==> src/gpibd_pkg.sv <==
// Purpose: Shared constants for the bus device interface
// Assumes: Bus lines are active low on the wire; logic here uses asserted-true levels
// Notes:   Command codes are the standard multiline codes
package gpibd_pkg;
  localparam logic [7:0] GPIBD_CMD_GTL     = 8'h01;
  localparam logic [7:0] GPIBD_CMD_SDC     = 8'h04;
  localparam logic [7:0] GPIBD_CMD_PPC     = 8'h05;
  localparam logic [7:0] GPIBD_CMD_GET     = 8'h08;
  localparam logic [7:0] GPIBD_CMD_LLO     = 8'h11;
  localparam logic [7:0] GPIBD_CMD_DCL     = 8'h14;
  localparam logic [7:0] GPIBD_CMD_PPU     = 8'h15;
  localparam logic [7:0] GPIBD_CMD_SPE     = 8'h18;
  localparam logic [7:0] GPIBD_CMD_SPD     = 8'h19;
  localparam logic [7:0] GPIBD_CMD_UNL     = 8'h3F;
  localparam logic [7:0] GPIBD_CMD_UNT     = 8'h5F;
  localparam logic [7:0] GPIBD_LAG_BASE    = 8'h20;
  localparam logic [7:0] GPIBD_TAG_BASE    = 8'h40;
  localparam logic [7:0] GPIBD_SCG_BASE    = 8'h60;
  localparam logic [2:0] GPIBD_GRP_MASK    = 3'h3;
  localparam int         GPIBD_GRP_POS     = 5;
  localparam int         GPIBD_RQS_POS     = 6;
  localparam logic [4:0] GPIBD_ADDR_RST    = 5'h10;
  localparam int         GPIBD_SETTLE_NS   = 10;
  localparam int         GPIBD_CLK_MHZ     = 200;
  localparam int         GPIBD_SETTLE_CYC  = (GPIBD_SETTLE_NS * GPIBD_CLK_MHZ + 999) / 1000;
  localparam logic [7:0] GPIBD_STB_RST     = 8'h00;
endpackage : gpibd_pkg

==> src/gpibd_core.sv <==
// Purpose: Device side of a general purpose instrument bus interface
// Assumes: Wire pins are active low; open-collector pads; the controller owns ATN, IFC and REN
// Notes:   Pin outputs are the pulled-low level; oe_n low means this end pulls the line
// Overview of operation
// - Ignore addressed commands until own listen address has been received.
// - Listen address is hex 20 plus primary address; address 16 gives 36.
// - Bytes received with ATN false are device data, not commands.
// - Full source handshake paces every byte the device sends.
// - Full acceptor handshake with NRFD, NDAC and DAV captures every command byte, and data bytes while addressed to listen.
// - Talk only while addressed to talk, or in talk-only mode; serial poll supported.
// - Own listen address removes the talker-addressed state.
// - Device data accepted only while addressed to listen.
// - Own talk address removes the listener-addressed state.
// - Device can assert service request line.
// - After SPE, talking returns status byte with RQS until SPD.
// - Remote/local state enters remote under REN; full switching with lockout.
// - GTL and SDC honoured only when addressed listener.
// - DCL or addressed SDC clears the received byte and aborts any byte being sent.
// - GET while addressed listener starts a triggered reading.
// - No parallel poll response; data lines never driven for it.
// - Never controller; never drives ATN, IFC or REN.
// - Primary addressing only; secondary addresses are ignored.
// - Bus lines are only pulled low or released.
`timescale 1ns/100ps
module gpibd_core
  import gpibd_pkg::*;
(
  input  wire logic       clk_i,
  input  wire logic       rst_n_i,
  input  wire logic [4:0] pri_addr_i,
  input  wire logic       talk_only_i,
  input  wire logic [7:0] dio_n_i,
  output logic      [7:0] dio_n_o,
  output logic      [7:0] dio_oe_n_o,
  input  wire logic       dav_n_i,
  output logic            dav_n_o,
  output logic            dav_oe_n_o,
  input  wire logic       nrfd_n_i,
  output logic            nrfd_n_o,
  output logic            nrfd_oe_n_o,
  input  wire logic       ndac_n_i,
  output logic            ndac_n_o,
  output logic            ndac_oe_n_o,
  input  wire logic       eoi_n_i,
  output logic            eoi_n_o,
  output logic            eoi_oe_n_o,
  output logic            srq_n_o,
  output logic            srq_oe_n_o,
  input  wire logic       atn_n_i,
  input  wire logic       ifc_n_i,
  input  wire logic       ren_n_i,
  output logic      [7:0] rx_data_o,
  output logic            rx_eoi_o,
  output logic            rx_valid_o,
  input  wire logic       rx_ready_i,
  input  wire logic [7:0] tx_data_i,
  input  wire logic       tx_eoi_i,
  input  wire logic       tx_valid_i,
  output logic            tx_ready_o,
  input  wire logic [7:0] status_i,
  input  wire logic       rsv_i,
  input  wire logic       goto_local_i,
  output logic            listen_o,
  output logic            talk_o,
  output logic            remote_o,
  output logic            lockout_o,
  output logic            spoll_o,
  output logic            clear_o,
  output logic            trigger_o
);
  typedef enum {A_IDLE, A_RDY, A_ACC, A_HOLD} gpibd_ah_t;

  logic [7:0] dio_s;
  logic       dav_s, eoi_s, atn_s, ifc_s, ren_s, nrfd_s, ndac_s;
  gpibd_sync #(.W(15)) u_sync (
    .clk_i   (clk_i),
    .rst_n_i (rst_n_i),
    .d_i     ({~dio_n_i, ~dav_n_i, ~eoi_n_i, ~atn_n_i, ~ifc_n_i, ~ren_n_i, ~nrfd_n_i, ~ndac_n_i}),
    .q_o     ({dio_s, dav_s, eoi_s, atn_s, ifc_s, ren_s, nrfd_s, ndac_s})
  );

  gpibd_ah_t  ah_q, ah_d;
  logic [7:0] byte_q, byte_d;
  logic       beoi_q, beoi_d;
  logic       batn_q, batn_d;
  logic       lad_q, lad_d;
  logic       tad_q, tad_d;
  logic       spm_q, spm_d;
  logic       rem_q, rem_d;
  logic       llo_q, llo_d;
  logic       clr_q, clr_d;
  logic       trg_q, trg_d;
  logic       rxv_q, rxv_d;
  logic [7:0] rxd_q, rxd_d;
  logic       rxe_q, rxe_d;
  logic       sppend_q, sppend_d;

  logic [7:0] my_la, my_ta;
  logic       is_cmd, is_data, do_cmd, do_data;
  logic       sh_req, sh_busy, sh_done, sh_abort, talk_act;
  logic [7:0] sh_data, sh_dio;
  logic       sh_eoi, sh_eoi_o, sh_dav;

  assign my_la = GPIBD_LAG_BASE | {3'h0, pri_addr_i};
  assign my_ta = GPIBD_TAG_BASE | {3'h0, pri_addr_i};

  // Byte completion; command bytes must never stall on the user side
  assign is_cmd  = (ah_q == A_ACC) && batn_q;
  assign is_data = (ah_q == A_ACC) && !batn_q;
  assign do_cmd  = is_cmd;
  assign do_data = is_data && lad_q && !rxv_q;

  // Talker is active only with ATN false
  assign talk_act = (tad_q || talk_only_i) && !atn_s && !ifc_s;
  assign sh_req   = talk_act && !sh_busy && (spm_q ? sppend_q : tx_valid_i);
  assign sh_data  = spm_q ? ((status_i & ~(8'h01 << GPIBD_RQS_POS)) | ({7'h00, rsv_i} << GPIBD_RQS_POS))
                          : tx_data_i;
  assign sh_eoi   = spm_q ? 1'b0 : tx_eoi_i;
  assign sh_abort = !talk_act || clr_q;

  gpibd_src_hs u_src (
    .clk_i   (clk_i),
    .rst_n_i (rst_n_i),
    .abort_i (sh_abort),
    .req_i   (sh_req),
    .data_i  (sh_data),
    .eoi_i   (sh_eoi),
    .nrfd_i  (nrfd_s),
    .ndac_i  (ndac_s),
    .busy_o  (sh_busy),
    .done_o  (sh_done),
    .dio_o   (sh_dio),
    .eoi_o   (sh_eoi_o),
    .dav_o   (sh_dav)
  );

  always_comb begin
    ah_d     = ah_q;
    byte_d   = byte_q;
    beoi_d   = beoi_q;
    batn_d   = batn_q;
    lad_d    = lad_q;
    tad_d    = tad_q;
    spm_d    = spm_q;
    rem_d    = rem_q;
    llo_d    = llo_q;
    clr_d    = 1'b0;
    trg_d    = 1'b0;
    rxv_d    = rxv_q;
    rxd_d    = rxd_q;
    rxe_d    = rxe_q;
    sppend_d = sppend_q;

    if (rxv_q && rx_ready_i) begin
      rxv_d = 1'b0;
    end

    // Acceptor runs whenever ATN is set, or as addressed listener
    case (ah_q)
      A_IDLE: begin
        if ((atn_s || lad_q) && !dav_s) begin
          ah_d = A_RDY;
        end
      end
      A_RDY: begin
        if (!atn_s && !lad_q) begin
          ah_d = A_IDLE;
        end else if (dav_s) begin
          byte_d = dio_s;
          beoi_d = eoi_s;
          batn_d = atn_s;
          ah_d   = A_ACC;
        end
      end
      A_ACC: begin
        // Data byte waits here for the user side to drain the holding register
        if (do_cmd || do_data || (is_data && !lad_q)) begin
          ah_d = A_HOLD;
        end
      end
      A_HOLD: begin
        if (!dav_s) begin
          ah_d = A_IDLE;
        end
      end
      default: ah_d = A_IDLE;
    endcase

    if (do_data) begin
      rxv_d = 1'b1;
      rxd_d = byte_q;
      rxe_d = beoi_q;
    end

    if (do_cmd) begin
      // Secondary addresses fall through with no effect
      if (byte_q == GPIBD_CMD_UNL) begin
        lad_d = 1'b0;
      end else if (byte_q == GPIBD_CMD_UNT) begin
        tad_d = 1'b0;
      end else if (byte_q == my_la) begin
        lad_d = 1'b1;
        tad_d = 1'b0;
      end else if (byte_q == my_ta) begin
        tad_d = 1'b1;
        lad_d = 1'b0;
      end else if (byte_q[7:GPIBD_GRP_POS] == GPIBD_GRP_MASK[2:0] - 3'h1) begin
        tad_d = 1'b0;
      end else if (byte_q == GPIBD_CMD_SPE) begin
        spm_d    = 1'b1;
        sppend_d = 1'b1;
      end else if (byte_q == GPIBD_CMD_SPD) begin
        spm_d = 1'b0;
      end else if (byte_q == GPIBD_CMD_DCL) begin
        clr_d = 1'b1;
      end else if (byte_q == GPIBD_CMD_LLO) begin
        llo_d = 1'b1;
      end else if (lad_q) begin
        if (byte_q == GPIBD_CMD_SDC) begin
          clr_d = 1'b1;
        end else if (byte_q == GPIBD_CMD_GTL) begin
          rem_d = 1'b0;
        end else if (byte_q == GPIBD_CMD_GET) begin
          trg_d = 1'b1;
        end
      end
    end

    // Status pending clears a cycle after done, so a second status byte is started; a new talk address re-arms it
    if (spm_q && sh_done) begin
      sppend_d = 1'b0;
    end
    if (do_cmd && byte_q == my_ta) begin
      sppend_d = 1'b1;
    end

    if (ren_s && lad_d && !lad_q) begin
      rem_d = 1'b1;
    end
    if (goto_local_i && !llo_q) begin
      rem_d = 1'b0;
    end
    if (!ren_s) begin
      rem_d = 1'b0;
      llo_d = 1'b0;
    end

    if (clr_q) begin
      rxv_d = 1'b0;
    end
    if (ifc_s) begin
      lad_d = 1'b0;
      tad_d = 1'b0;
      spm_d = 1'b0;
    end
  end

  always_ff @(posedge clk_i) begin
    if (!rst_n_i) begin
      ah_q     <= A_IDLE;
      byte_q   <= 8'h00;
      beoi_q   <= 1'b0;
      batn_q   <= 1'b0;
      lad_q    <= 1'b0;
      tad_q    <= 1'b0;
      spm_q    <= 1'b0;
      rem_q    <= 1'b0;
      llo_q    <= 1'b0;
      clr_q    <= 1'b0;
      trg_q    <= 1'b0;
      rxv_q    <= 1'b0;
      rxd_q    <= 8'h00;
      rxe_q    <= 1'b0;
      sppend_q <= 1'b0;
    end else begin
      ah_q     <= ah_d;
      byte_q   <= byte_d;
      beoi_q   <= beoi_d;
      batn_q   <= batn_d;
      lad_q    <= lad_d;
      tad_q    <= tad_d;
      spm_q    <= spm_d;
      rem_q    <= rem_d;
      llo_q    <= llo_d;
      clr_q    <= clr_d;
      trg_q    <= trg_d;
      rxv_q    <= rxv_d;
      rxd_q    <= rxd_d;
      rxe_q    <= rxe_d;
      sppend_q <= sppend_d;
    end
  end

  // Open-collector drive: only a low level is ever put out
  assign dio_n_o     = 8'h00;
  assign dio_oe_n_o  = ~sh_dio;
  assign dav_n_o     = 1'b0;
  assign dav_oe_n_o  = ~sh_dav;
  assign eoi_n_o     = 1'b0;
  assign eoi_oe_n_o  = ~(sh_eoi_o && sh_dav);
  assign nrfd_n_o    = 1'b0;
  assign nrfd_oe_n_o = !((atn_s || lad_q) && (ah_q != A_RDY));
  assign ndac_n_o    = 1'b0;
  assign ndac_oe_n_o = !((atn_s || lad_q) && (ah_q != A_HOLD));
  assign srq_n_o     = 1'b0;
  assign srq_oe_n_o  = !rsv_i;
  // ATN, IFC and REN are inputs only
  assign tx_ready_o  = talk_act && !spm_q && !sh_busy;
  assign rx_data_o   = rxd_q;
  assign rx_eoi_o    = rxe_q;
  assign rx_valid_o  = rxv_q;
  assign listen_o    = lad_q;
  assign talk_o      = tad_q;
  assign remote_o    = rem_q;
  assign lockout_o   = llo_q;
  assign spoll_o     = spm_q;
  assign clear_o     = clr_q;
  assign trigger_o   = trg_q;
endmodule : gpibd_core

==> src/gpibd_sync.sv <==
// Purpose: Two-stage synchroniser for a group of bus inputs
// Assumes: Inputs are asynchronous levels
// Notes:   First stage feeds only the second stage
`timescale 1ns/100ps
module gpibd_sync #(
  parameter int W = 1
) (
  input  wire logic         clk_i,
  input  wire logic         rst_n_i,
  input  wire logic [W-1:0] d_i,
  output logic      [W-1:0] q_o
);
  logic [W-1:0] meta_q;
  logic [W-1:0] meta_d;
  logic [W-1:0] sync_q;
  logic [W-1:0] sync_d;

  always_comb begin
    meta_d = d_i;
    sync_d = meta_q;
  end

  always_ff @(posedge clk_i) begin
    if (!rst_n_i) begin
      meta_q <= '0;
      sync_q <= '0;
    end else begin
      meta_q <= meta_d;
      sync_q <= sync_d;
    end
  end

  assign q_o = sync_q;
endmodule : gpibd_sync

==> src/gpibd_src_hs.sv <==
// Purpose: Source handshake engine, one byte per request
// Assumes: Ready and accepted inputs already synchronised, asserted-true
// Notes:   Data valid waits a settle time after data is placed
`timescale 1ns/100ps
module gpibd_src_hs
  import gpibd_pkg::*;
(
  input  wire logic       clk_i,
  input  wire logic       rst_n_i,
  input  wire logic       abort_i,
  input  wire logic       req_i,
  input  wire logic [7:0] data_i,
  input  wire logic       eoi_i,
  input  wire logic       nrfd_i,
  input  wire logic       ndac_i,
  output logic            busy_o,
  output logic            done_o,
  output logic [7:0]      dio_o,
  output logic            eoi_o,
  output logic            dav_o
);
  typedef enum {S_IDLE, S_SETTLE, S_WRDY, S_WACC} gpibd_sh_t;
  gpibd_sh_t  st_q, st_d;
  logic [7:0] dat_q, dat_d;
  logic       eoi_q, eoi_d;
  logic       dav_q, dav_d;
  logic       done_q, done_d;
  logic [3:0] cnt_q, cnt_d;

  always_comb begin
    st_d   = st_q;
    dat_d  = dat_q;
    eoi_d  = eoi_q;
    dav_d  = dav_q;
    cnt_d  = cnt_q;
    done_d = 1'b0;
    case (st_q)
      S_IDLE: begin
        dav_d = 1'b0;
        if (req_i) begin
          dat_d = data_i;
          eoi_d = eoi_i;
          cnt_d = 4'(GPIBD_SETTLE_CYC);
          st_d  = S_SETTLE;
        end
      end
      S_SETTLE: begin
        if (cnt_q != 4'h0) begin
          cnt_d = cnt_q - 4'h1;
        end else begin
          st_d = S_WRDY;
        end
      end
      S_WRDY: begin
        // Wait for every acceptor ready and none accepted yet
        if (!nrfd_i && ndac_i) begin
          dav_d = 1'b1;
          st_d  = S_WACC;
        end
      end
      S_WACC: begin
        if (!ndac_i) begin
          dav_d  = 1'b0;
          done_d = 1'b1;
          st_d   = S_IDLE;
        end
      end
      default: st_d = S_IDLE;
    endcase
    if (abort_i) begin
      st_d  = S_IDLE;
      dav_d = 1'b0;
    end
  end

  always_ff @(posedge clk_i) begin
    if (!rst_n_i) begin
      st_q   <= S_IDLE;
      dat_q  <= 8'h00;
      eoi_q  <= 1'b0;
      dav_q  <= 1'b0;
      done_q <= 1'b0;
      cnt_q  <= 4'h0;
    end else begin
      st_q   <= st_d;
      dat_q  <= dat_d;
      eoi_q  <= eoi_d;
      dav_q  <= dav_d;
      done_q <= done_d;
      cnt_q  <= cnt_d;
    end
  end

  assign busy_o = (st_q != S_IDLE);
  assign done_o = done_q;
  assign dio_o  = (st_q == S_IDLE) ? 8'h00 : dat_q;
  assign eoi_o  = (st_q == S_IDLE) ? 1'b0 : eoi_q;
  assign dav_o  = dav_q;
endmodule : gpibd_src_hs

==> config.mk <==
export PLATFORM = sky130hd
export DESIGN_NAME = gpibd_core
export DESIGN_NICKNAME = d
export VERILOG_FILES = /design/src/gpibd_pkg.sv /design/src/gpibd_core.sv /design/src/gpibd_sync.sv /design/src/gpibd_src_hs.sv
export SDC_FILE = /design/constraint.sdc
export NUM_CORES = 1
export LEC_CHECK = 0
export ABC_CLOCK_PERIOD_IN_PS = 4350
export BUFFER_PORTS_ARGS = -buffer_cell sky130_fd_sc_hd__buf_2
export CAP_MARGIN = 20
export CORE_ASPECT_RATIO = 1.2
export CORE_MARGIN = 1.5
export CORE_UTILIZATION = 46
export CTS_BUF_LIST = sky130_fd_sc_hd__clkbuf_8
export DETAILED_ROUTE_END_ITERATION = 8
export HOLD_SLACK_MARGIN = 0.05
export PLACE_DENSITY = 0.72
export SLEW_MARGIN = 20
export SYNTH_ARGS = -nofsm -noshare
export SYNTH_HDL_FRONTEND = slang
export SYNTH_HIERARCHICAL = 1
export SYNTH_SLANG_ARGS = --single-unit
==> constraint.sdc <==
create_clock -name clk_i -period 4.35 [get_ports clk_i]
set_clock_uncertainty 0.05 [all_clocks]
set_input_delay 0.435 -clock clk_i [delete_from_list [all_inputs] [get_ports clk_i]]
set_output_delay 0.435 -clock clk_i [all_outputs]
set_load 0.03 [all_outputs]
# After elaboration in Yosys (flattened, before gate mapping)
# Index checks and enable logic that the tools add are counted.
[totals]
regBits = 137
input_bits = 44
output_inout_bits = 44
wordCells = 234
[op_classes]
addsub = 1
eq_ne = 45
muxes = 64
n_bitwise = 25
n_reduce_logical = 76
[ops]
columns = ["operator", "n"]
rows = [
  ["two-way mux 32 bit", 9],
  ["one-hot mux 32 bit (4 select lines)", 2],
  ["== test 32 x 2 -> 1 bit (second input constant)", 4],
  ["zero test 32 bit", 3],
  ["== test 32 x 1 -> 1 bit (second input constant)", 2],
  ["two-way mux 1 bit", 47],
  ["== test 32 x 3 -> 1 bit (second input constant)", 1],
  ["== test 8 x 5 -> 1 bit (second input constant)", 4],
  ["inequality test 32 x 2 -> 1 bit (second input constant)", 1],
  ["inequality test 32 x 3 -> 1 bit (second input constant)", 1],
  ["nonzero test 32 bit", 1],
  ["inequality test 2 x 1 -> 1 bit (second input constant)", 12],
  ["logical AND 1 bit", 23],
  ["NOT 1 bit", 22],
  ["two-way mux 8 bit", 2],
  ["NOT 8 bit", 2],
  ["zero test 1 bit", 14],
  ["AND reduction 7 bit", 2],
  ["OR reduction 14 bit", 1],
  ["AND reduction 13 bit", 1],
  ["inequality test 2 bit (second input constant)", 6],
  ["inequality test 3 x 1 -> 1 bit (second input constant)", 4],
  ["AND reduction 3 bit", 4],
  ["nonzero test 2 bit", 6],
  ["other kinds (23)", 37],
]

# Longest topological paths before layout
# Gate-level depths: netlist of run 1.
[logic_depth]
ltp_word = 15
ltp_mapped = 9
depth_no_buf = 8

# By module
# The synthesis of run 1 kept the hierarchy.
[by_module_without_submodules]
columns = ["mod", "instances", "cells_per_inst", "area_per_inst_um2", "seq_area_each_um2"]
rows = [
  ["gpibd_core", 1, 213, 1798.0, 600.6],
  ["gpibd_src_hs", 1, 107, 903.4, 340.3],
  ["gpibd_sync", 1, 63, 812.0, 600.6],
]

# Worst setup path before layout of run 1
# No wires, ideal clock.
[synth_timing]
kind = "reg-to-output"
start = "reg u_src.st_q[0]"
end = "out tx_ready_o"
arrival_time_ns = 1.700
required_time_ns = 3.865
path_slack_ns = 2.165
stages_incl_launch_ff = 6
n_path_buf = 1
cell_sequence = "dfxtp_1 inv_1 ha_1 clkbuf_1 inv_1 nor3_1"
[synth_between]
elab_chain_len = 3
[synth_lines]
columns = ["element", "line", "rtl"]
rows = [
  ["start, declared", "gpibd_src_hs.sv:23", "gpibd_sh_t st_q, st_d;"],
  ["start signal, assigned", "gpibd_src_hs.sv:85", "st_q <= st_d;"],
  ["nonzero test 32 bit", "gpibd_src_hs.sv:94", "assign busy_o = (st_q != S_IDLE);"],
  ["net sh_busy", "gpibd_core.sv:100", "logic sh_req, sh_busy, sh_done, sh_abort, talk_act;"],
  ["zero test 1 bit", "gpibd_core.sv:308", "assign tx_ready_o = talk_act && !spm_q && !sh_busy;"],
  ["logical AND 1 bit", "gpibd_core.sv:308", ""],
  ["end, declared", "gpibd_core.sv:59", "output logic tx_ready_o,"],
]
# The timed path passes the listed nets, and every way through them passes these cells.

# Final worst setup path of run 1
[layout_timing]
start = "reg u_src.st_q[1]"
end = "reg u_src.st_q[0]"
[layout_between]
elab_chain_len = 6
word_cells_on_any_way = 14
cone_classes = "eq/ne (7); mux (1); reduce/logical (6)"
[layout_lines]
columns = ["element", "line", "rtl"]
rows = [
  ["nonzero test 32 bit", "gpibd_src_hs.sv:94", ""],
  ["net sh_busy", "gpibd_core.sv:100", ""],
  ["zero test 1 bit", "gpibd_core.sv:115", "assign sh_req = talk_act && !sh_busy && (spm_q ? sppend_q : tx_valid_i);"],
  ["logical AND 1 bit (2 in a row)", "gpibd_core.sv:115", ""],
  ["net sh_req", "gpibd_core.sv:100", ""],
  ["inequality test 2 bit (no source line)", "n/a", ""],
  ["AND reduction 4 bit (no source line)", "n/a", ""],
]
# The timed path passes the listed nets, and every way through them passes these cells.
# A chain may end at the register's enable or synchronous reset.

==> impl_metrics.yaml, run 1 <==
worst_setup_path:
  slowest_stage: "ha_1"
  worst_ep_required_time_ps: 4530
  cp-start-kind: "flop"
  crit_type: "flop to flop"
  worstPathArrival_ps: 2600
  crit_top_cell: "inv_1"
  worstSetupEndpointType: "flop"
  cp_slowest_stage_delay_ps: 520
  path_max_fanout: 15
  path_cells: "inv_1 > ha_1 > inv_1 > nor3_1 > nor2b_1 > a211oi_2 > nand2_1 > o311a_1"
  critPathBufInv: 2
  path_delay_family: "simple AND/OR/NAND/NOR gates"
floorplanning:
  io_pins: 88
  start_util_pct: 48.0
  dieArea_mm2: 0.00817
  die_h_um: 98.7
  die_x_um: 82.8
  core_region_area_mm2: 0.00732
  rows: 34
layout:
  syn2layout_area_growth_pct: 17.0
  drive_gt1_share_pct: 26.0
  fillers: 683
  diodes: 0
  fin_nets: 503
timing:
  fin_crit_sh_pct: 55.7
  fin_setup_tns_ps: 0
  fin_hold_ws_ps: 296
  rsz0062_at_grt: "no"
  tightest_slew_ps: 996
  drv_slew: 0
  hold_viol: 0
  min_period_ps: 2420
  maxSlewHeadroom_pct: 33.3
  setup-violations-final: 0
  timing.fmax_mhz: 413
drt:
  highest-signal-layer: "met4"
  post_drt_wl_per_cell_um: 12.0
  vias: 2626
  drt-total-wl_mm: 6.58
  route.met2.wl_mm: 3.11
  first_iter_violations: 146
  ant_nets: 0
  dr.pass1.iters: 4
  vias_per_cell: 4.80
  wl_met3_um: 320
  drc: 0
  m1WireLength_mm: 3.08
power_and_ir_drop:
  ir_drop_uv: 226
  share_comb_of_total_power_pct: 7.5
  p_sw_share_pct: 23.1
  p_int_mw: 1.11
  switching_power_mw: 0.335
  p_per_area_mw_per_mm2: 352
  p_seq_share_pct: 50.4
  p_clk_share_pct: 42.1
  p_leak_nw: 1.74
min_path:
  min_path_type: "input pin to flop"
cts:
  cts_root_buf: "clkbuf_8"
  cts_resized: 0
  path_clk_slew_ps: 80
  htreeDepth: 3
  clk_latency_ps: 340
  cts_setup_buffers: 0
  tritoncts: "done"
  cts_hold_buffers: 0
  clkSinkCount: 77
  numCtsBuffers: 9
  clk_path_buf_depth: 2
global_routing:
  grt_overflow: 0
  grt_pass1_vias: 2440
  grt_usage_pct: 17.6
  antenna_found_initial: 0
  grt_max_degree: 47
  grt_pass1_wl_mm: 11.0
flow_run:
  cap_viol_max_count: 0
synthesis:
  netlist-cell-type-count: 57
  synth_common_cells: "dfxtp_1, inv_1, nand2_1, nor2b_1, and2_1"
  ys_async_sr_fraction_pct: 0
  synthTopCellsByArea: "dfxtp_1, mux2i_1, nor2b_1"
  yosys_warnings: 6
  syn-instance-count: 383
  synth_top_area_share_pct: 43.9
  synth.most_common_cell: "dfxtp_1"
  syn_avg_cell_area_um2: 9.17
  synth-edff-count: 0
  yosys.area.top_type: "dfxtp_1"
  synth_area_mm2: 0.00351
  synth_seq_cells: 77
  ys_seq_area_share_pct: 43.9
  synth_ff_type: "dfxtp_1"
place:
  gp_congestion: 0.892
  dpl.hpwl_mm: 4.77
  port_buffers: 73
run_status:
  status: "finished clean"
[tightest hold or removal path: stages]
cell,delay [ps]
buf_2,90
inv_1,30
and2_1,100
[power groups by stage]
stage	Combinational, mW	Clock (mW)	Sequential [mW]
detailed placement	0.108	0	0.746
finish	0.108	0.610	0.729
CTS	0.109	0.628	0.729
floorplan	0.0854	0	0.744
global route	0.122	0.665	0.732
global placement	0.106	0	0.745
[layer usage]
metal,track usage [%],vias up
met5,0,-
met4,7.56,0
met3,3.52,6
met2,27.6,71
met1,23.0,1181
li1,-,1368
[through the flow]
stage	worst slack, ps	cells	power (mW)	instance area [um^2]	utilization [%]
3_5_place_dp	1970	531	0.855	3880	53.0
3_3_place_gp	2040	531	0.851	3880	53.0
4_1_cts	1950	547	1.47	4110	56.2
5_1_grt	1760	547	1.52	4110	56.2
2_1_floorplan	2170	395	0.829	3560	-
6_report	1930	547	1.45	4110	56.2
[cell usage in the layout, fill, tap and decap left out, types with 9 or more instances in the layout]
cell type,netlist,routed
and2_1,25,25
nor2b_1,33,33
buf_2,5,73
dfxtp_1,77,77
nor2_1,10,10
nor3_1,10,9
conb_1,1,13
clkbuf_8,0,10
a21oi_1,9,9
inv_1,35,35
nand2_1,35,35
mux2i_1,22,22
[kinds of logic after synthesis]
group	share of synthesized area, %
flops	43.9
xor+xnor	1.25
mux	8.83
simple gates	26.4
compound gates	8.51
buf+inv	8.55
fa+ha+maj	2.49
other cells	0.107
[sequential cells by signal (all words and copies together) (netlist names), 2 cells and up]
signal,flops
ah_q,2
byte_q,8
rx_data_o,8
u_src/cnt_q,4
u_src/dat_q,8
u_src/st_q,2
u_sync/meta_q,15
u_sync/q_o,15
[path summary, 6_finish.rpt]
path | to | slack [ps] | from | depth (start not counted)
hold / removal | u_sync/meta_q[13] | 300 | dio_n_i[6] | 3
hold reg to reg | u_sync/q_o[4] | 380 | u_sync/meta_q[4] | 1
setup / recovery | u_src/st_q[0] | 1930 | u_src/st_q[1] | 8
setup reg to reg | u_src/st_q[0] | 1930 | u_src/st_q[1] | 8
[layout make-up]
type / instances / area [um^2] / area share [%]
Clock buffer: 10 / 138 / 3.35
Clock inverter: 6 / 93.8 / 2.28
Inverter: 35 / 131 / 3.20
Multi-Input combinational cell: 255 / 1720 / 41.9
Sequential cell: 77 / 1540 / 37.5
Tap cell: 90 / 113 / 2.74
Timing Repair Buffer: 74 / 373 / 9.07
(Power assumes the default switching activity.)
==> run 2: changes to the inputs <==
--- a/config.mk
+++ b/config.mk
@@ -5,7 +5,7 @@
 export SDC_FILE = /design/constraint.sdc
 export NUM_CORES = 1
 export LEC_CHECK = 0
-export ABC_CLOCK_PERIOD_IN_PS = 4350
+export ABC_CLOCK_PERIOD_IN_PS = 2100
 export BUFFER_PORTS_ARGS = -buffer_cell sky130_fd_sc_hd__buf_2
 export CAP_MARGIN = 20
 export CORE_ASPECT_RATIO = 1.2
@@ -14,7 +14,7 @@
 export CTS_BUF_LIST = sky130_fd_sc_hd__clkbuf_8
 export DETAILED_ROUTE_END_ITERATION = 8
 export HOLD_SLACK_MARGIN = 0.05
-export PLACE_DENSITY = 0.72
+export PLACE_DENSITY = 0.74
 export SLEW_MARGIN = 20
 export SYNTH_ARGS = -nofsm -noshare
 export SYNTH_HDL_FRONTEND = slang
==> constraint.sdc (replaced) <==
create_clock -name clk_i -period 2.1 [get_ports clk_i]
set_clock_uncertainty 0.05 [all_clocks]
set_input_delay 0.21 -clock clk_i [delete_from_list [all_inputs] [get_ports clk_i]]
set_output_delay 0.21 -clock clk_i [all_outputs]
set_load 0.03 [all_outputs]
==> run 2 against run 1 <==
Against the previous run: first-iteration DRC count down 26%; design area down 0.12%; critical path type is now flop to output pin; routed wire length up 1.4%; final cell count up 1.1%; largest cell class unchanged; sequential share of layout area about the same; total power up 91%; worst hold slack worse by 230 ps; non-clock buffer count up 6; critical path depth down 2; clock-buffer cell count down 1; flip-flop and latch count unchanged; highest routed layer unchanged.
==> impl_metrics.yaml, run 2 (synthesis results as in run 1) <==
drt:
  dr.pass1.iters: 4
  vias: 2683
  drc: 0
  drt-total-wl_mm: 6.68
  first_iter_violations: 108
  post_drt_wl_per_cell_um: 12.1
  ant_nets: 0
  vias_per_cell: 4.85
cts:
  htreeDepth: 3
  cts_root_buf: "clkbuf_8"
  numCtsBuffers: 9
  cts_hold_buffers: 0
  clk_latency_ps: 350
  path_clk_slew_ps: 80
  clkSinkCount: 77
  cts_setup_buffers: 0
  cts_resized: 0
  clk_path_buf_depth: 2
  tritoncts: "done"
worst_setup_path:
  cp-start-kind: "flop"
  path_cells: "inv_1 > ha_1 > buf_4 > nor2b_1 > inv_1 > buf_2"
  worst_ep_required_time_ps: 1840
  slowest_stage: "dfxtp_1"
  crit_type: "flop to output pin"
  r2r_slack_ps: 240
  cp_slowest_stage_delay_ps: 420
  path_max_fanout: 14
  crit_top_cell: "inv_1"
  worstSetupEndpointType: "output pin"
  worstPathArrival_ps: 1620
layout:
  fillers: 686
  diodes: 0
  syn2layout_area_growth_pct: 16.9
  fin_nets: 509
  layout_commonest_cell: "dfxtp_1"
  drive_gt1_share_pct: 26.8
  fin_cells: 553
  layout_common_cells: "dfxtp_1, buf_2, inv_1, nand2_1, nor2b_1"
timing:
  rsz0062_at_grt: "no"
  min_period_ps: 1880
  setup-violations-final: 0
  hold_viol: 0
  drv_slew: 0
  fin_hold_ws_ps: 62.0
  fin_setup_tns_ps: 0
  timing.fmax_mhz: 531
  fin_crit_sh_pct: 89.6
global_routing:
  grt_pass1_wl_mm: 11.0
  grt_max_degree: 41
  grt_pass1_vias: 2498
  grt_overflow: 0
  antenna_found_initial: 0
  grt_usage_pct: 17.4
floorplanning:
  dieArea_mm2: 0.00817
  die_x_um: 82.8
  die_h_um: 98.7
  start_util_pct: 48.0
  core_region_area_mm2: 0.00732
  io_pins: 88
  rows: 34
place:
  gp_congestion: 0.860
  dpl.hpwl_mm: 4.99
  port_buffers: 73
  dp.cells: 537
power_and_ir_drop:
  p_leak_nw: 1.75
  p_per_area_mw_per_mm2: 673
  ir_drop_uv: 363
flow_run:
  cap_viol_max_count: 0
run_status:
  status: "finished clean"
min_path:
  min_path_type: "input pin to flop"
==> run 2: layer usage <==
layer	share of wire, %	GRT usage, %	vias to the layer above
met5	0	0	-
li1	-	-	1377
met1	43	20.8	1218
met3	4.6	3.06	17
met4	2.8	9.23	0
met2	49	28.9	71
==> run 2: worst max-delay path, delay by kind of cell, from the launching register on <==
kind / cells / cell delay (ps)
adder cells (fa/ha/maj): 1 / 220
buffers and inverters: 4 / 510
flip-flops: 1 / 420
AND/OR/NAND/NOR: 1 / 130
==> run 2: worst paths after layout <==
path,to,start,depth (start not counted)
min reg2reg,u_sync/q_o[13],u_sync/meta_q[13],1
min,u_sync/meta_q[13],dio_n_i[6],3
max reg2reg,u_src/st_q[0],u_src/st_q[0],7
max,dio_oe_n_o[1],u_src/st_q[0],6
==> run 2: cell type report <==
cell class | instances | area, um^2 | area share (%)
Clock buffer | 9 | 124 | 3.02
Clock inverter | 7 | 57.6 | 1.40
Inverter | 35 | 131 | 3.20
Multi-Input combinational cell | 255 | 1720 | 41.9
Sequential cell | 77 | 1540 | 37.5
Tap cell | 90 | 113 | 2.74
Timing Repair Buffer | 80 | 418 | 10.2
==> run 2: per-stage QoR <==
| step | total power, mW | utilization, % | area [um^2] | worst slack (ps) |
|---|---|---|---|---|
| floorplan | 1.72 | - | 3560 | 73.3 |
| global placement | 1.77 | 53.6 | 3930 | 342 |
| detailed placement | 1.78 | 53.6 | 3930 | 246 |
| CTS | 2.79 | 56.1 | 4110 | 212 |
| global route | 2.89 | 56.1 | 4110 | 68.5 |
| finish | 2.76 | 56.1 | 4110 | 218 |
==> run 2: where the power goes <==
group	switching, mW	internal, mW	total [mW]	leakage [nW]
Sequential	0.0142	1.50	1.51	0.628
Combinational	0.130	0.0996	0.230	1.03
Clock	0.577	0.447	1.02	0.0939
Total	0.721	2.04	2.76	1.75
==> run 3: changes to the inputs <==
--- a/config.mk
+++ b/config.mk
@@ -5,6 +5,7 @@
 export SDC_FILE = /design/constraint.sdc
 export NUM_CORES = 1
 export LEC_CHECK = 0
+export ABC_AREA = 1
 export ABC_CLOCK_PERIOD_IN_PS = 2100
 export BUFFER_PORTS_ARGS = -buffer_cell sky130_fd_sc_hd__buf_2
 export CAP_MARGIN = 20
==> run 3 against run 2 <==
Against the previous run: maximum frequency increased by 1.8%; total power up 5.4%; synthesized cell count is 34% higher; synthesized area increased by 3.0%; final cell count grew 27%; clock-buffer cell count rose by 1; routed wire length increased by 15%; clock power about the same; sequential power hardly changed; utilization rose by 0.47 points; worst setup slack improved by 33 ps; critical path depth stayed put; critical path type unchanged.
==> impl_metrics.yaml, run 3 <==
layout:
  diodes: 0
  layout_commonest_cell: "nand2_1"
  fin_area_mm2: 0.00434
  fillers: 715
  drive_gt1_share_pct: 19.0
  layout_common_cells: "nand2_1, inv_1, dfxtp_1, buf_2, nor2_1"
  syn2layout_area_growth_pct: 19.9
  fin_nets: 656
cts:
  htreeDepth: 3
  clk_path_buf_depth: 2
  cts_resized: 0
  tritoncts: "done"
  cts_root_buf: "clkbuf_8"
  numCtsBuffers: 9
  clk_latency_ps: 350
  clkSinkCount: 77
  path_clk_slew_ps: 80
drt:
  dr.pass1.iters: 4
  m1WireLength_mm: 3.48
  route.met2.wl_mm: 3.73
  vias_per_cell: 4.65
  drt-total-wl_mm: 7.70
  ant_nets: 0
  wl_met3_um: 325
  vias: 3261
  highest-signal-layer: "met4"
  post_drt_wl_per_cell_um: 11.0
  first_iter_violations: 167
  drc: 0
place:
  place_area_mm2: 0.00400
  port_buffers: 73
  place_worst_setup_slack_ps: 292
  dpl.hpwl_mm: 5.65
  gp_congestion: 0.904
synthesis:
  netlist-cell-type-count: 35
  synth_area_mm2: 0.00362
  yosys_warnings: 6
  yosys.area.top_type: "dfxtp_1"
  synth_seq_cells: 77
  syn-instance-count: 513
  synth-edff-count: 0
  synth.most_common_cell: "nand2_1"
  syn_avg_cell_area_um2: 7.05
  synth_top_area_share_pct: 42.6
  synth_common_cells: "nand2_1, inv_1, dfxtp_1, nor2_1, a21oi_1"
  synthTopCellsByArea: "dfxtp_1, nand2_1, inv_1"
  ys_async_sr_fraction_pct: 0
  synth_ff_type: "dfxtp_1"
  ys_seq_area_share_pct: 42.6
power_and_ir_drop:
  p_int_mw: 2.12
  share_comb_of_total_power_pct: 13.0
  p_per_area_mw_per_mm2: 672
  p_leak_nw: 2.21
  p_sw_share_pct: 27.3
  switching_power_mw: 0.797
  total_power_mw: 2.92
  p_clk_share_pct: 34.3
  ir_drop_uv: 342
  p_seq_share_pct: 52.8
global_routing:
  grt_max_degree: 25
  grt_pass1_wl_mm: 13.1
  antenna_found_initial: 0
  grt_overflow: 0
  grt_usage_pct: 19.2
  grt_pass1_vias: 2992
timing:
  hold_viol: 0
  rsz0062_at_grt: "no"
  finalWorstSetupSlack_ps: 251
  setup-violations-final: 0
  fin_setup_tns_ps: 0
  drv_slew: 0
  fin_crit_sh_pct: 88.0
  min_period_ps: 1850
  timing.fmax_mhz: 541
floorplanning:
  die_h_um: 100
  io_pins: 88
  dieArea_mm2: 0.00841
  start_util_pct: 47.2
  core_region_area_mm2: 0.00766
  die_x_um: 84.0
  rows: 35
min_path:
  min_path_type: "input pin to flop"
  min_path_cells: 4
  hold_start: "goto_local_i"
  hold_end: "remote_o"
worst_setup_path:
  cp-start-kind: "flop"
  r2r_slack_ps: 280
  r2r-start: "u_src/st_q[0]"
  crit_type: "flop to output pin"
  worstPathArrival_ps: 1590
  path_max_fanout: 12
  reg2reg_depth: 9
  rr_endpoint: "u_src/dat_q[1]"
  worstSetupEndpointType: "output pin"
  worst_ep_required_time_ps: 1840
flow_run:
  cap_viol_max_count: 0
run_status:
  status: "finished clean"
run 3: per-layer routing:
| layer | track usage [%] | up-vias |
|---|---|---|
| met5 | 0 | - |
| met4 | 9.08 | 0 |
| met3 | 3.70 | 16 |
| met2 | 32.5 | 85 |
| met1 | 23.7 | 1433 |
| li1 | - | 1727 |
run 3: cell type report:
cell class	instances	area [um^2]	area share, %
well taps	92	115	2.65
clock buffers	10	138	3.17
flip-flops and latches	77	1540	35.5
inverters	108	405	9.35
clock inverters	6	40.0	0.923
repair buffers	97	586	13.5
multi-input cells	312	1510	34.9
run 3: power by group through the flow:
stage / registers (mW) / clock network (mW) / logic [mW]
global placement: 1.57 / 0 / 0.343
finish: 1.54 / 0.999 / 0.378
global route: 1.54 / 1.08 / 0.431
floorplan: 1.57 / 0 / 0.284
detailed placement: 1.57 / 0 / 0.353
CTS: 1.54 / 1.01 / 0.377
run 3: logic make-up after synthesis:
logic type / synth area share (%)
flops: 42.6
other cells: 0.104
simple gates: 26.8
fa+ha+maj: 2.42
buf+inv: 16.8
compound gates: 10.2
xor+xnor: 0.969
run 3: worst max path at each step:
stage | to | cells after the start | start | slack [ps]
5_1_grt | u_src/dat_q[4] | 9 | u_src/st_q[0] | 70
2_1_floorplan | u_src/dat_q[4] | 7 | spoll_o | 280
3_5_place_dp | u_src/dat_q[2] | 9 | u_src/st_q[0] | 290
6_report | eoi_oe_n_o | 6 | u_src/st_q[0] | 250
4_1_cts | eoi_oe_n_o | 6 | u_src/st_q[0] | 230
3_3_place_gp | u_src/dat_q[6] | 9 | u_src/st_q[1] | 360
run 3: timing repair:
action,in CTS,in global routing
hold endpoints to repair,16,0
hold buffers,16,0
setup buffers,0,0
run 3: worst max-delay path, cell delays in order (launching register included):
cell     delay [ps]
dfxtp_1         390
inv_1           100
ha_1            220
buf_4           190
nor2_1          110
nand2_1          50
buf_2           170
run 3: through the flow:
step / std cells / hold slack [ps] / utilization [%]
2_1_floorplan: 525 / 291 / -
3_3_place_gp: 670 / 345 / 52.2
3_5_place_dp: 670 / 348 / 52.2
4_1_cts: 702 / 112 / 56.6
5_1_grt: 702 / 170 / 56.6
6_report: 702 / 144 / 56.6
